## config.mk

```make
export PLATFORM = sky130hd
export DESIGN_NAME = rx_elastic_buffer
export DESIGN_NICKNAME = d
export VERILOG_FILES = /design/src/logic/skid_buffer2.v /design/src/logic/rx_elastic_buffer.v
export VERILOG_INCLUDE_DIRS = /design/src /design/src/include
export SDC_FILE = /design/constraint.sdc
export NUM_CORES = 1
export LEC_CHECK = 0
export BUFFER_PORTS_ARGS = -buffer_cell sky130_fd_sc_hd__buf_2
export CAP_MARGIN = 25
export CORE_MARGIN = 4
export CORE_UTILIZATION = 25
export DETAILED_ROUTE_END_ITERATION = 16
export PLACE_DENSITY = 0.45
export SLEW_MARGIN = 20
export SYNTH_ARGS = -nofsm -noshare
export SYNTH_HDL_FRONTEND = slang
export SYNTH_SLANG_ARGS = --single-unit
```

## constraint.sdc

```tcl
create_clock -name clk_i -period 4.73 [get_ports clk_i]
set_input_delay 0.946 -clock clk_i [delete_from_list [all_inputs] [get_ports clk_i]]
set_output_delay 0.946 -clock clk_i [all_outputs]
set_load 0.01 [all_outputs]
```

## src/include/rx_elastic_defines.vh

```
// Constants for the receive elastic buffer.
// Assumes inclusion by the buffer modules only.
`ifndef RX_ELASTIC_DEFINES_VH
`define RX_ELASTIC_DEFINES_VH
`define TRX_BUF_DEPTH 64
`define EB_DEPTH 128
`define EB_AW 7
`define EB_HALF 7'h40
`define EB_MARGIN 31
`define SMALL_MARGIN 16
`define PPM_TOTAL 200
`define DRIFT_BYTES 5000
`define MAX_FRAME_BYTES 1522
`define REPEAT_10M 100
`define REPEAT_100M 10
`define IDLE_K 8'hbc
`define IDLE_D 8'h50
`define CORE_CLK_1G_KHZ 125000
`define CORE_CLK_2G5_KHZ 312500
`endif

```

## src/logic/skid_buffer2.v

```verilog
// Two-entry valid/ready buffer for read-side code groups.
// Assumes both sides run on clk_i.
`timescale 1ns/1ps
`default_nettype none
module skid_buffer2 #(
   parameter WIDTH = 10
) (
   input wire clk_i,
   input wire srst_i,
   input wire in_valid_i,
   output wire in_ready_o,
   input wire [WIDTH-1:0] in_data_i,
   output wire out_valid_o,
   input wire out_ready_i,
   output wire [WIDTH-1:0] out_data_o
);
   reg [WIDTH-1:0] mem_reg [0:1];
   reg rd_ptr_reg;
   reg wr_ptr_reg;
   reg [1:0] count_reg;
   wire push;
   wire pop;
   assign in_ready_o = (count_reg != 2'h2);
   assign out_valid_o = (count_reg != 2'h0);
   assign out_data_o = mem_reg[rd_ptr_reg];
   assign push = in_valid_i && in_ready_o;
   assign pop = out_valid_o && out_ready_i;
   always @(posedge clk_i) begin
      if (push) begin
         mem_reg[wr_ptr_reg] <= in_data_i;
      end
      if (srst_i) begin
         rd_ptr_reg <= 1'b0;
         wr_ptr_reg <= 1'b0;
         count_reg <= 2'h0;
      end else begin
         if (push) begin
            wr_ptr_reg <= ~wr_ptr_reg;
         end
         if (pop) begin
            rd_ptr_reg <= ~rd_ptr_reg;
         end
         if (push && !pop) begin
            count_reg <= count_reg + 2'h1;
         end else if (pop && !push) begin
            count_reg <= count_reg - 2'h1;
         end
      end
   end
endmodule // skid_buffer2
`default_nettype wire

```

## src/logic/rx_elastic_buffer.v

```verilog
// Receive elastic buffer between transceiver and PCS core logic.
// Assumes the recovered clock and its data arrive asynchronously to clk_i.
`timescale 1ns/1ps
`default_nettype none
`include "rx_elastic_defines.vh"
module rx_elastic_buffer #(
   parameter DEPTH = `EB_DEPTH,
   parameter AW = `EB_AW,
   parameter USE_LOGIC_BUF = 1
) (
   input wire clk_i,
   input wire srst_i,
   input wire rx_rec_clk_i,
   input wire [7:0] rx_data_i,
   input wire rx_is_k_i,
   input wire [7:0] trx_buf_data_i,
   input wire trx_buf_is_k_i,
   input wire err_clear_i,
   output reg [7:0] rx_data_o,
   output reg rx_is_k_o,
   output reg rx_valid_o,
   input wire rx_ready_i,
   output reg trx_buf_bypass_o,
   output reg [AW-1:0] occupancy_o,
   output reg underflow_o,
   output reg overflow_o
);
   ////////////////////////////////////////////////////////////////////////
   // Input synchronisers
   reg [2:0] clk_sync_reg;
   reg [8:0] data_s1_reg;
   reg [8:0] data_s2_reg;
   wire rec_rise;
   always @(posedge clk_i) begin
      if (srst_i) begin
         clk_sync_reg <= 3'h0;
         data_s1_reg <= 9'h000;
         data_s2_reg <= 9'h000;
      end else begin
         clk_sync_reg <= {clk_sync_reg[1:0], rx_rec_clk_i};
         data_s1_reg <= {rx_is_k_i, rx_data_i};
         data_s2_reg <= data_s1_reg;
      end
   end
   assign rec_rise = clk_sync_reg[1] && !clk_sync_reg[2];

   ////////////////////////////////////////////////////////////////////////
   // Idle detection and deletion
   function is_idle;
      input [8:0] w;
      begin
         is_idle = w[8] && (w[7:0] == `IDLE_K);
      end
   endfunction

   // Pointers carry one extra bit to tell full from empty
   function [AW:0] ptr_inc;
      input [AW:0] p;
      begin
         ptr_inc = p + {{AW{1'b0}}, 1'b1};
      end
   endfunction

   reg [8:0] mem_reg [0:DEPTH-1];
   reg [AW:0] wr_ptr_reg;
   reg [AW:0] rd_ptr_reg;
   reg wrote_reg;
   wire [AW:0] fill;
   wire full;
   wire empty;
   wire above_half;
   wire write_cand;
   wire drop_now;
   wire do_write;
   assign fill = wr_ptr_reg - rd_ptr_reg;
   assign full = (fill == DEPTH[AW:0]);
   assign empty = (fill == {(AW+1){1'b0}});
   assign above_half = (fill > {1'b0, `EB_HALF});
   assign write_cand = rec_rise && (USE_LOGIC_BUF != 0);

   ////////////////////////////////////////////////////////////////////////
   // Idle pair deletion
   // Idle ordered set is two groups; its second group is dropped with it
   // Deletion stops once the fill is back at half
   localparam ST_KEEP = 2'b01;
   localparam ST_DROP = 2'b10;
   reg [1:0] del_state_reg;
   reg [1:0] del_state_next;
   always @* begin
      del_state_next = del_state_reg;
      case (del_state_reg)
         ST_KEEP: begin
            if (write_cand && is_idle(data_s2_reg) && above_half) begin
               del_state_next = ST_DROP;
            end
         end
         ST_DROP: begin
            if (write_cand) begin
               del_state_next = ST_KEEP;
            end
         end
         default: begin
            del_state_next = ST_KEEP;
         end
      endcase
   end

   assign drop_now = write_cand && ((del_state_reg == ST_DROP) ||
      (is_idle(data_s2_reg) && above_half));
   assign do_write = write_cand && !drop_now && !full;

   // Writes only on a seen rise of the recovered clock
   always @(posedge clk_i) begin
      if (do_write) begin
         mem_reg[wr_ptr_reg[AW-1:0]] <= data_s2_reg;
      end
      if (srst_i) begin
         wr_ptr_reg <= {(AW+1){1'b0}};
         del_state_reg <= ST_KEEP;
         wrote_reg <= 1'b0;
      end else begin
         del_state_reg <= del_state_next;
         if (do_write) begin
            wr_ptr_reg <= ptr_inc(wr_ptr_reg);
            wrote_reg <= 1'b1;
         end
      end
   end

   ////////////////////////////////////////////////////////////////////////
   // Read side, core clock, into output buffer
   wire sb_in_ready;
   wire sb_out_valid;
   wire [8:0] sb_out_data;
   wire rd_en;
   // Reads whenever the output buffer has room
   assign rd_en = !empty && sb_in_ready && (USE_LOGIC_BUF != 0);

   always @(posedge clk_i) begin
      if (srst_i) begin
         rd_ptr_reg <= {(AW+1){1'b0}};
      end else begin
         if (rd_en) begin
            rd_ptr_reg <= ptr_inc(rd_ptr_reg);
         end
      end
   end

   // Stalled words wait here rather than being lost
   skid_buffer2 #(
      .WIDTH(9)
   ) u_out_buf (
      .clk_i(clk_i),
      .srst_i(srst_i),
      .in_valid_i(rd_en),
      .in_ready_o(sb_in_ready),
      .in_data_i(mem_reg[rd_ptr_reg[AW-1:0]]),
      .out_valid_o(sb_out_valid),
      .out_ready_i(rx_ready_i || !rx_valid_o),
      .out_data_o(sb_out_data)
   );

   ////////////////////////////////////////////////////////////////////////
   // Outputs, path select and sticky flags
   wire take;
   wire ovf_set;
   wire udf_set;
   assign take = sb_out_valid && (rx_ready_i || !rx_valid_o);
   assign ovf_set = write_cand && !drop_now && full;
   // Underflow arms only once data has flowed since reset
   assign udf_set = empty && sb_in_ready && !rx_valid_o && (USE_LOGIC_BUF != 0) &&
      wrote_reg;

   always @(posedge clk_i) begin
      if (srst_i) begin
         rx_data_o <= 8'h00;
         rx_is_k_o <= 1'b0;
         rx_valid_o <= 1'b0;
         trx_buf_bypass_o <= 1'b0;
         occupancy_o <= {AW{1'b0}};
         underflow_o <= 1'b0;
         overflow_o <= 1'b0;
      end else begin
         trx_buf_bypass_o <= (USE_LOGIC_BUF != 0);
         occupancy_o <= full ? {AW{1'b1}} : fill[AW-1:0];
         if (USE_LOGIC_BUF == 0) begin
            rx_data_o <= trx_buf_data_i;
            rx_is_k_o <= trx_buf_is_k_i;
            rx_valid_o <= 1'b1;
         end else if (take) begin
            rx_data_o <= sb_out_data[7:0];
            rx_is_k_o <= sb_out_data[8];
            rx_valid_o <= 1'b1;
         end else if (rx_ready_i) begin
            rx_valid_o <= 1'b0;
         end
         // Set wins over clear
         if (ovf_set) begin
            overflow_o <= 1'b1;
         end else if (err_clear_i) begin
            overflow_o <= 1'b0;
         end
         if (udf_set) begin
            underflow_o <= 1'b1;
         end else if (err_clear_i) begin
            underflow_o <= 1'b0;
         end
      end
   end
   // Single-rate design: no 2.5G speed switching is offered.
endmodule // rx_elastic_buffer
`default_nettype wire

```

Yosys cells after proc, flatten, opt, wreduce, memory -nomap -nowiden
Memory sizes are Yosys's and may differ from the RTL's. A register that Yosys moved wholly into a read port is not among the register bits.
Index checks and enable logic that the tools add are counted.
Operators by class
  eq/ne operators: 7
  multiplexer cells: 18
  shift-type cells: 0
  bitwise gates (word level): 2
  order comparisons: 1
  divide/modulo/power cells: 0
  reductions and logical operators: 33
  add/sub/neg operators: 5
  $mul: 0
Operator list (number)
  7-bit two-way mux: 3
  1-bit logical AND: 17
  8-bit by 1-bit adder with 8-bit output (second input constant): 2
  8-bit == test (second input constant): 2
  1-bit two-way mux: 10
  2-bit nonzero test: 5
  8-bit by 7-bit greater-than comparator with 1-bit output (second input constant): 1
  8-bit zero test: 1
  2-bit two-way mux: 4
  8-bit subtractor: 1
  1-bit zero test: 7
  2-bit != test (second input constant): 3
  2-bit case mux with 2 select lines: 1
  2-bit by 1-bit adder with 2-bit output (second input constant): 1
  2-bit by 1-bit == test with 1-bit output (second input constant): 1
  2-bit == test (second input constant): 1
  1-bit logical OR: 2
  1-bit inverter: 2
  2-bit AND reduction: 1
  2-bit by 1-bit subtractor with 2-bit output (second input constant): 1
Word-level totals
  bits of input ports: 23
  logic and storage cells: 83
  register bits: 55
  latch bits: 0
  output and inout port bits: 20
  memory bits (read-only): 0
  memories kept: 2
  RAM bits: 1170
Memories
  mem_reg: depth 128, bits a word 9, rd ports 1, clocked after Yosys merged registers in 1, write ports 1, line rx_elastic_buffer.v:64  | reg [8:0] mem_reg [0:DEPTH-1];
  u_out_buf.mem_reg: depth 2, bits a word 9, rd ports 1, clocked after Yosys merged registers in 1, write ports 1, line skid_buffer2.v:17  | reg [WIDTH-1:0] mem_reg [0:1];

Depth between registers and ports, before layout
Gate-level depths: netlist of the first run.
  word-level depth: 10
  depth in mapped cells: 12
  depth with buffers taken out: 12

Modules after synthesis
From an unflattened synthesis of the first run, not the netlist that was laid out.
Unflattened totals
  cell total of the unflattened synthesis: 2196
  area total of the unflattened synthesis: 47884.7 sq um
By module, submodules not included
  rx_elastic_buffer: seq. area each 35934.5 sq um, instances 1, area each 47015.1 sq um, cells an instance 2144
  skid_buffer2: seq. area each 640.6 sq um, instances 1, area each 869.6 sq um, cells an instance 52

Worst setup path before layout of the first run
No wires, ideal clock.
  kind: register to register
  start: reg data_s2_reg[4]
  end: mem mem_reg[110][0], enable pin
  arrival: 3748 ps
  period minus slack after synthesis: 4032 ps
  library setup time: 284 ps
  cell stages (with the launch flop): 9
  setup slack: 698 ps
  required time: 4446 ps
  path through: dfxtp_1 nand2_1 or4_1 or2_1 o21a_1 buf_4 nand4_4 buf_2 nor2_1
Between the ends
  cells in the longest elaborated chain, start to end: 10
Ends and longest elaborated chain
  start, declared: line rx_elastic_buffer.v:32  | reg [8:0] data_s2_reg;
  start signal, assigned: line rx_elastic_buffer.v:42  | data_s2_reg <= data_s1_reg;
  8-bit == test (no line)
  1-bit logical AND: line rx_elastic_buffer.v:52  | is_idle = w[8] && (w[7:0] == `IDLE_K);
  1-bit logical AND: line rx_elastic_buffer.v:109  | (is_idle(data_s2_reg) && above_half));
  1-bit logical OR: line rx_elastic_buffer.v:108  | assign drop_now = write_cand && ((del_state_reg == ST_DROP) ||
  1-bit logical AND: line rx_elastic_buffer.v:108
  1-bit zero test: line rx_elastic_buffer.v:110  | assign do_write = write_cand && !drop_now && !full;
  1-bit logical AND (2 in a row): line rx_elastic_buffer.v:110
  1-bit two-way mux: line rx_elastic_buffer.v:114  | if (do_write) begin
  1-bit two-way mux (implied by the code): line rx_elastic_buffer.v:115  | mem_reg[wr_ptr_reg[AW-1:0]] <= data_s2_reg;
  end, declared: line rx_elastic_buffer.v:64
No other way between the ends.

Worst setup path in the final report of the first run
  start: reg wr_ptr_reg[0]
  end: mem mem_reg[14][0], enable pin
Between the ends
  cells in the longest elaborated chain, start to end: 10
Ends and longest elaborated chain
  start, declared: line rx_elastic_buffer.v:65  | reg [AW:0] wr_ptr_reg;
  start signal, assigned: line rx_elastic_buffer.v:118  | wr_ptr_reg <= {(AW+1){1'b0}};
  start signal, assigned: line rx_elastic_buffer.v:124  | wr_ptr_reg <= ptr_inc(wr_ptr_reg);
  8-bit subtractor: line rx_elastic_buffer.v:75  | assign fill = wr_ptr_reg - rd_ptr_reg;
  8-bit by 7-bit greater-than comparator with 1-bit output: line rx_elastic_buffer.v:78  | assign above_half = (fill > {1'b0, `EB_HALF});
  1-bit logical AND: line rx_elastic_buffer.v:109
  1-bit logical OR: line rx_elastic_buffer.v:108
  1-bit logical AND: line rx_elastic_buffer.v:108
  1-bit zero test: line rx_elastic_buffer.v:110
  1-bit logical AND (2 in a row): line rx_elastic_buffer.v:110
  1-bit two-way mux: line rx_elastic_buffer.v:114
  1-bit two-way mux (implied by the code): line rx_elastic_buffer.v:115
Several ways; a longest one is shown, not always the timed one.

==> flow_metrics.tcl, run 1 <==
set metrics [dict create \
    arrival_ns 4.72 \
    vias 22824 \
    power.density_nw_per_um2 488 \
    tns_ns 0 \
    worstPathMaxFanout 15 \
    grt_pass1_vias 24147 \
    post_cts_resized 0 \
    row_count 160 \
    clock_sinks 1241 \
    crit_cells 12 \
    avgSynthCellArea_um2 21.6 \
    ir_worst_vdd_v 0.000379 \
    routedWlPerCell_um 23.6 \
    synth_area_um2 47900 \
    slew_viol_final 0 \
    drive_above_1_share_pct 30.8 \
    hold_buffers 0 \
    antenna_found_initial 5 \
    cts_tree "built" \
    critPathRequiredTime_ns 5.18 \
    synth_ff_type "edfxtp_1" \
    cts_buffer_depth 3 \
    final_cell_mix "1,170 x edfxtp_1, 342 x mux4_2, 194 x buf_4" \
    synth_top_family_by_area "multiplexers" \
    design_area_um2 56700 \
    fin_crit_ns 4.27 \
    design.core.area_um2 190000 \
    maxCapViolCount 0 \
    async_flop_share_pct 0 \
    postCtsSetupBuffers 0 \
    finalWirelength_mm 120 \
    critical_path.cell_chain "inv_1 -> ha_1 -> fa_1 -> nand2b_1 -> a21o_1 -> a211oi_2 -> or2_1 -> o21a_1 -> nand4_4 -> buf_4 -> nor2_1 -> buf_4" \
    worst_pin_slew_ns 1.02 \
    post_synth_xor_area_fraction_pct 0.165 \
    firstDrtPassIters 5 \
    relSlewSlack_pct 32.1 \
    synth_cell_types 61 \
    status "finished, final reports clean" \
    finalSetupViolCount 0 \
    cp-end-kind "flip-flop" \
    cp_num_buf_inv 3 \
    synth.mux.area_fraction_pct 16.8 \
    synthCells 2213 \
    whs_path_depth 2 \
    cpMostUsedCell "buf_4" \
    hold_viol 0 \
    synth_compound_area_share_pct 2.08 \
    ios 43 \
    path_delay_family "compound AO/OA/AOI/OAI gates" \
    place_area_um2 52300 \
    synthSimpleGateAreaFrac_pct 3.02 \
    final_common_cell "edfxtp_1" \
    cts_htree_levels 4 \
    rr_endpoint "mem_reg[14][0]$_DFFE_PP_" \
    floorplan.die.width_um 446 \
    rsz0062_at_grt "no" \
    grt_overflow 0 \
    hold_path.class "primary input to flip-flop" \
    clk_pin_slew_worst_paths_ns 0.06 \
    area_growth_pct 18.4 \
    die-area_um2 199000 \
    clockRootBuffer "clkbuf_16" \
    crit_end "mem_reg[14][0]$_DFFE_PP_" \
    p_leak_nw 17.5 \
    drt_iter0_markers 2049 \
    reg2reg_slack_ns 0.46 \
    skew_ns 0.0150 \
    r2r-start "wr_ptr_reg[0]$_SDFFE_PP0P_" \
    grt_usage_pct 12.2 \
    fin_crit_sh_pct 90.3 \
    start_kind "flip-flop" \
    portBuffers 33 \
    vias_per_cell 4.47 \
    dp_hpwl_mm 73.3 \
    synth_adder_area_share_pct 0.303 \
    grt_max_degree 86 \
    synth_seq_area_share_pct 76.4 \
    initial_core_util_pct 25.2 \
    clkLatencyLatePin_ns 0.76 \
    worst_path_max_delay_cell "o21a_1" \
    antenna_left 0 \
    place.gp.congestion 0.764 \
    critical_path_class "flip-flop to flip-flop" \
    r2r.worst_path.cells 12 \
    ys_warn_count 0 \
    nNetsFinal 2512 \
    slowest_delay_ns 0.54 \
    fmax_ghz 0.234 \
    synth-seq-cells 1241 \
    numCtsBuffers 140 \
    finalPower_mw 27.7 \
    largest_reg_flops 1152 \
    grt_pass1_wl_mm 175 \
    remaining_drc_errors 0 \
    die_h_um 446 \
    setup.worst_path.start "wr_ptr_reg[0]$_SDFFE_PP0P_" \
    syn_nets 2247 \
    synth_edf_count 1170 \
]
## per-stage QoR
step / instances / worst slack (ns) / util, % / hold WS [ns]
after floorplan: 2213 / 0.698 / - / 0.414
after global placement: 4847 / 0.438 / 27.5 / 0.443
after detailed placement: 4847 / 0.415 / 27.5 / 0.431
after CTS: 5103 / 0.397 / 29.8 / 0.354
after global routing: 5104 / 0.0842 / 29.8 / 0.397
final: 5105 / 0.458 / 29.8 / 0.422
## worst min path at each step
stage	startpoint	endpoint	slack (ns)
5_1_grt	rx_data_i[2]	data_s1_reg[2]$_SDFF_PP0_	0.40
3_3_place_gp	data_s1_reg[5]$_SDFF_PP0_	data_s2_reg[5]$_SDFF_PP0_	0.44
4_1_cts	rx_data_i[5]	data_s1_reg[5]$_SDFF_PP0_	0.35
6_report	rx_data_i[6]	data_s1_reg[6]$_SDFF_PP0_	0.42
2_1_floorplan	clk_sync_reg[0]$_SDFF_PP0_	clk_sync_reg[1]$_SDFF_PP0_	0.41
3_5_place_dp	data_s1_reg[5]$_SDFF_PP0_	data_s2_reg[5]$_SDFF_PP0_	0.43
## cell usage after synthesis, drive strengths merged (2+ instances only)
library cell  instances  area [um^2]
edfxtp             1170        35100
nand4b                4         50.1
o22ai                19          119
nand2b                9         56.3
xor2                  4         35.0
or4                   2         15.0
a21oi                26          130
or2                   5         31.3
o211ai                3         22.5
nor2                175          657
inv                  11         41.3
o21a                  3         22.5
clkbuf               51          191
a211oi               29          223
xnor2                 5         43.8
o2111ai               4         35.0
nand2                31          116
o31ai                 2         15.0
mux4                342         7700
a21boi                2         15.0
nand3                12         65.1
dfxtp                71         1420
and2                  3         18.8
o21ai                21          109
or3b                  2         17.5
nor4                  2         12.5
and3                  4         25.0
a21o                  6         45.0
nand4                 8         65.1
mux2                  5         56.3
nor2b                33          206
ha                   10          125
a22oi                18          135
buf                  62          368
o211a                 2         20.0
a221oi                9         78.8
nor3                  4         25.0
nor3b                 2         15.0
or3                   7         43.8
mux2i                29          290
## logic make-up after synthesis
family	after synthesis
flip-flops	1241
multiplexers	376
AND/OR/NAND/NOR	306
AO/OA/AOI/OAI	146
buffers and inverters	124
adder cells (fa/ha/maj)	11
XOR/XNOR	9
## power by group
group          switching, mW  internal [mW]  total, mW  leakage [nW]
clock network           4.33           5.98       10.3          2.14
logic                   2.64           2.33       4.96          4.01
registers              0.185           12.2       12.4          11.3
total                   7.15           20.5       27.7          17.5
## routing by layer
layer / vias up / track usage [%] / routed length [um]
li1: 9823 / - / -
met1: 12287 / 15.8 / 50900
met2: 538 / 20.4 / 60000
met3: 172 / 2.58 / 6140
met4: 4 / 3.89 / 3380
met5: - / 0 / 22
## cell type report
cell class,instances,area [um^2]
Fill cell,18384,134000
Sequential cell,1241,36600
Multi-Input combinational cell,848,10700
Clock buffer,172,3670
Tap cell,2511,3140
Timing Repair Buffer,236,1800
Clock inverter,84,699
Inverter,11,41.3
Antenna cell,2,5.00
Power figures use the tool's default switching activity.
==> run 2: changes to the inputs <==
--- a/config.mk
+++ b/config.mk
@@ -8,7 +8,6 @@
 export LEC_CHECK = 0
 export BUFFER_PORTS_ARGS = -buffer_cell sky130_fd_sc_hd__buf_2
 export CAP_MARGIN = 25
-export CORE_MARGIN = 4
 export CORE_UTILIZATION = 25
 export DETAILED_ROUTE_END_ITERATION = 16
 export PLACE_DENSITY = 0.45
==> run 2 against run 1 <==
Combinational power shrank 2%. Fmax shrank 2.7%. Critical path depth is the same. Utilization is essentially flat. Clock-buffer cell count shrank 4. Cell count shrank 0.29%. First-iteration DRC count shrank 9.1%. Hold slack lost 0.018 ns. Global-route usage grew 0.074 points. Clock skew grew 0.025 ns. Clock power is essentially flat. Critical path type unchanged. Largest cell class unchanged.
==> flow_metrics.tcl, run 2 (same netlist as run 1, synthesis figures left out) <==
set metrics [dict create \
    clockRootBuffer "clkbuf_16" \
    fillers 18377 \
    clk_pin_slew_worst_paths_ns 0.06 \
    post_cts_resized 0 \
    hold_buffers 0 \
    remaining_drc_errors 0 \
    vias_per_cell 4.45 \
    vias 22643 \
    drt_iter0_markers 1863 \
    design.core.area_um2 190000 \
    drive_above_1_share_pct 30.6 \
    worstPathMaxFanout 15 \
    crit_cells 12 \
    r2r-start "wr_ptr_reg[0]$_SDFFE_PP0P_" \
    cts_tree "built" \
    finalWirelength_mm 118 \
    maxCapViolCount 0 \
    die-area_um2 193000 \
    numCtsBuffers 136 \
    critical_path.cell_chain "inv_1 -> ha_1 -> fa_1 -> xor2_1 -> nand4b_1 -> mux2i_1 -> o211a_1 -> o21a_1 -> nand4b_4 -> buf_4 -> nor2_1 -> buf_4" \
    fin_crit_sh_pct 92.8 \
    arrival_ns 4.83 \
    relSlewSlack_pct 37.0 \
    clock_sinks 1241 \
    reg2reg_slack_ns 0.34 \
    worst_pin_slew_ns 0.945 \
    place.gp.congestion 0.804 \
    rr_endpoint "mem_reg[106][7]$_DFFE_PP_" \
    die_h_um 440 \
    routedWlPerCell_um 23.2 \
    slowest_delay_ns 0.56 \
    diodes 0 \
    antenna_found_initial 5 \
    worst_path_max_delay_cell "o21a_1" \
    cts_htree_levels 4 \
    ir_worst_vdd_v 0.000315 \
    dp_hpwl_mm 73.2 \
    final_cell_mix "1,170 x edfxtp_1, 342 x mux4_2, 188 x buf_4" \
    largest_reg_flops 1152 \
    firstDrtPassIters 5 \
    p_leak_nw 17.5 \
    start_kind "flip-flop" \
    clkLatencyLatePin_ns 0.76 \
    area_growth_pct 18.4 \
    hp-start "rx_rec_clk_i" \
    portBuffers 33 \
    whs_path_depth 2 \
    cp_num_buf_inv 3 \
    min_to "clk_sync_reg[0]$_SDFF_PP0_" \
    tns_ns 0 \
    ios 43 \
    finalSetupViolCount 0 \
    critical_path_class "flip-flop to flip-flop" \
    postCtsSetupBuffers 0 \
    grt_usage_pct 12.3 \
    grt_max_degree 93 \
    final_common_cell "edfxtp_1" \
    grt_overflow 0 \
    nNetsFinal 2508 \
    row_count 160 \
    cpMostUsedCell "buf_4" \
    slew_viol_final 0 \
    floorplan.die.width_um 440 \
    fmax_ghz 0.228 \
    antenna_left 0 \
    r2r.worst_path.cells 12 \
    grt_pass1_vias 23914 \
    skew_ns 0.0399 \
    cp-end-kind "flip-flop" \
    status "finished, final reports clean" \
    hold_path.class "primary input to flip-flop" \
    cts_buffer_depth 3 \
    design_area_um2 56700 \
    path_delay_family "compound AO/OA/AOI/OAI gates" \
    hold_viol 0 \
    fin_crit_ns 4.39 \
    initial_core_util_pct 25.2 \
    critPathRequiredTime_ns 5.17 \
    place_area_um2 52400 \
    grt_pass1_wl_mm 172 \
    rsz0062_at_grt "no" \
    power.density_nw_per_um2 485 \
]
## run 2: cell count changes in the layout (fill, tap and decap cells not counted), sizes merged
cell	change
bufinv	+1
clkbuf	-4
clkinv	-5
diode	-2
inv	-5
## run 2: worst max path at each step
stage	from	to	slack, ns
after floorplan	data_s2_reg[4]$_SDFF_PP0_	mem_reg[110][0]$_DFFE_PP_	0.70
after global placement	wr_ptr_reg[0]$_SDFFE_PP0P_	mem_reg[114][4]$_DFFE_PP_	0.47
after detailed placement	wr_ptr_reg[0]$_SDFFE_PP0P_	mem_reg[118][4]$_DFFE_PP_	0.41
after CTS	wr_ptr_reg[0]$_SDFFE_PP0P_	mem_reg[118][7]$_DFFE_PP_	0.33
after global routing	wr_ptr_reg[0]$_SDFFE_PP0P_	mem_reg[114][5]$_DFFE_PP_	0.05
final	wr_ptr_reg[0]$_SDFFE_PP0P_	mem_reg[106][7]$_DFFE_PP_	0.34
## run 2: final cells by class
| type | instances | area, um^2 | area share [%] |
|---|---|---|---|
| sequential | 1241 | 36600 | 64.6 |
| clock inverter | 75 | 719 | 1.27 |
| inverter | 11 | 41.3 | 0.0729 |
| timing repair buffer | 236 | 1870 | 3.30 |
| multi-input combinational | 848 | 10700 | 18.9 |
| tap | 2511 | 3140 | 5.54 |
| clock buffer | 168 | 3580 | 6.31 |
## run 2: worst reg2reg max path: cells and delay by family (launching register included)
| family | cells | cell delay, ns |
|---|---|---|
| mux | 1 | 0.26 |
| flops | 1 | 0.47 |
| xor+xnor | 1 | 0.29 |
| buf+inv | 3 | 0.78 |
| compound gates | 2 | 0.90 |
| fa+ha+maj | 2 | 0.67 |
| simple gates | 3 | 0.70 |
## run 2: routing by layer
layer  GRT usage [%]  wire length, um  vias to the layer above
li1                -                -                     9788
met1            16.5            52300                    12146
met2            20.3            58100                      560
met3            2.34             5290                      149
met4            2.98             2170                        0
met5               0                0                        -
## run 2: stage by stage
step           hold slack [ns]  util, %  cells  power (mW)  setup WS, ns
2_1_floorplan            0.414        -   2213        16.1         0.698
3_3_place_gp             0.437     27.5   4847        17.6         0.468
3_5_place_dp             0.430     27.5   4847        17.7         0.411
4_1_cts                  0.339     29.8   5090        28.0         0.331
5_1_grt                  0.354     29.8   5090        28.6        0.0491
6_report                 0.404     29.8   5090        27.5         0.341
## run 2: where the power goes
part | total [mW] | internal (mW) | switching [mW] | leakage, nW
clock network | 10.2 | 5.90 | 4.33 | 2.09
logic | 4.86 | 2.34 | 2.53 | 4.03
registers | 12.4 | 12.2 | 0.213 | 11.3
total | 27.5 | 20.4 | 7.07 | 17.5
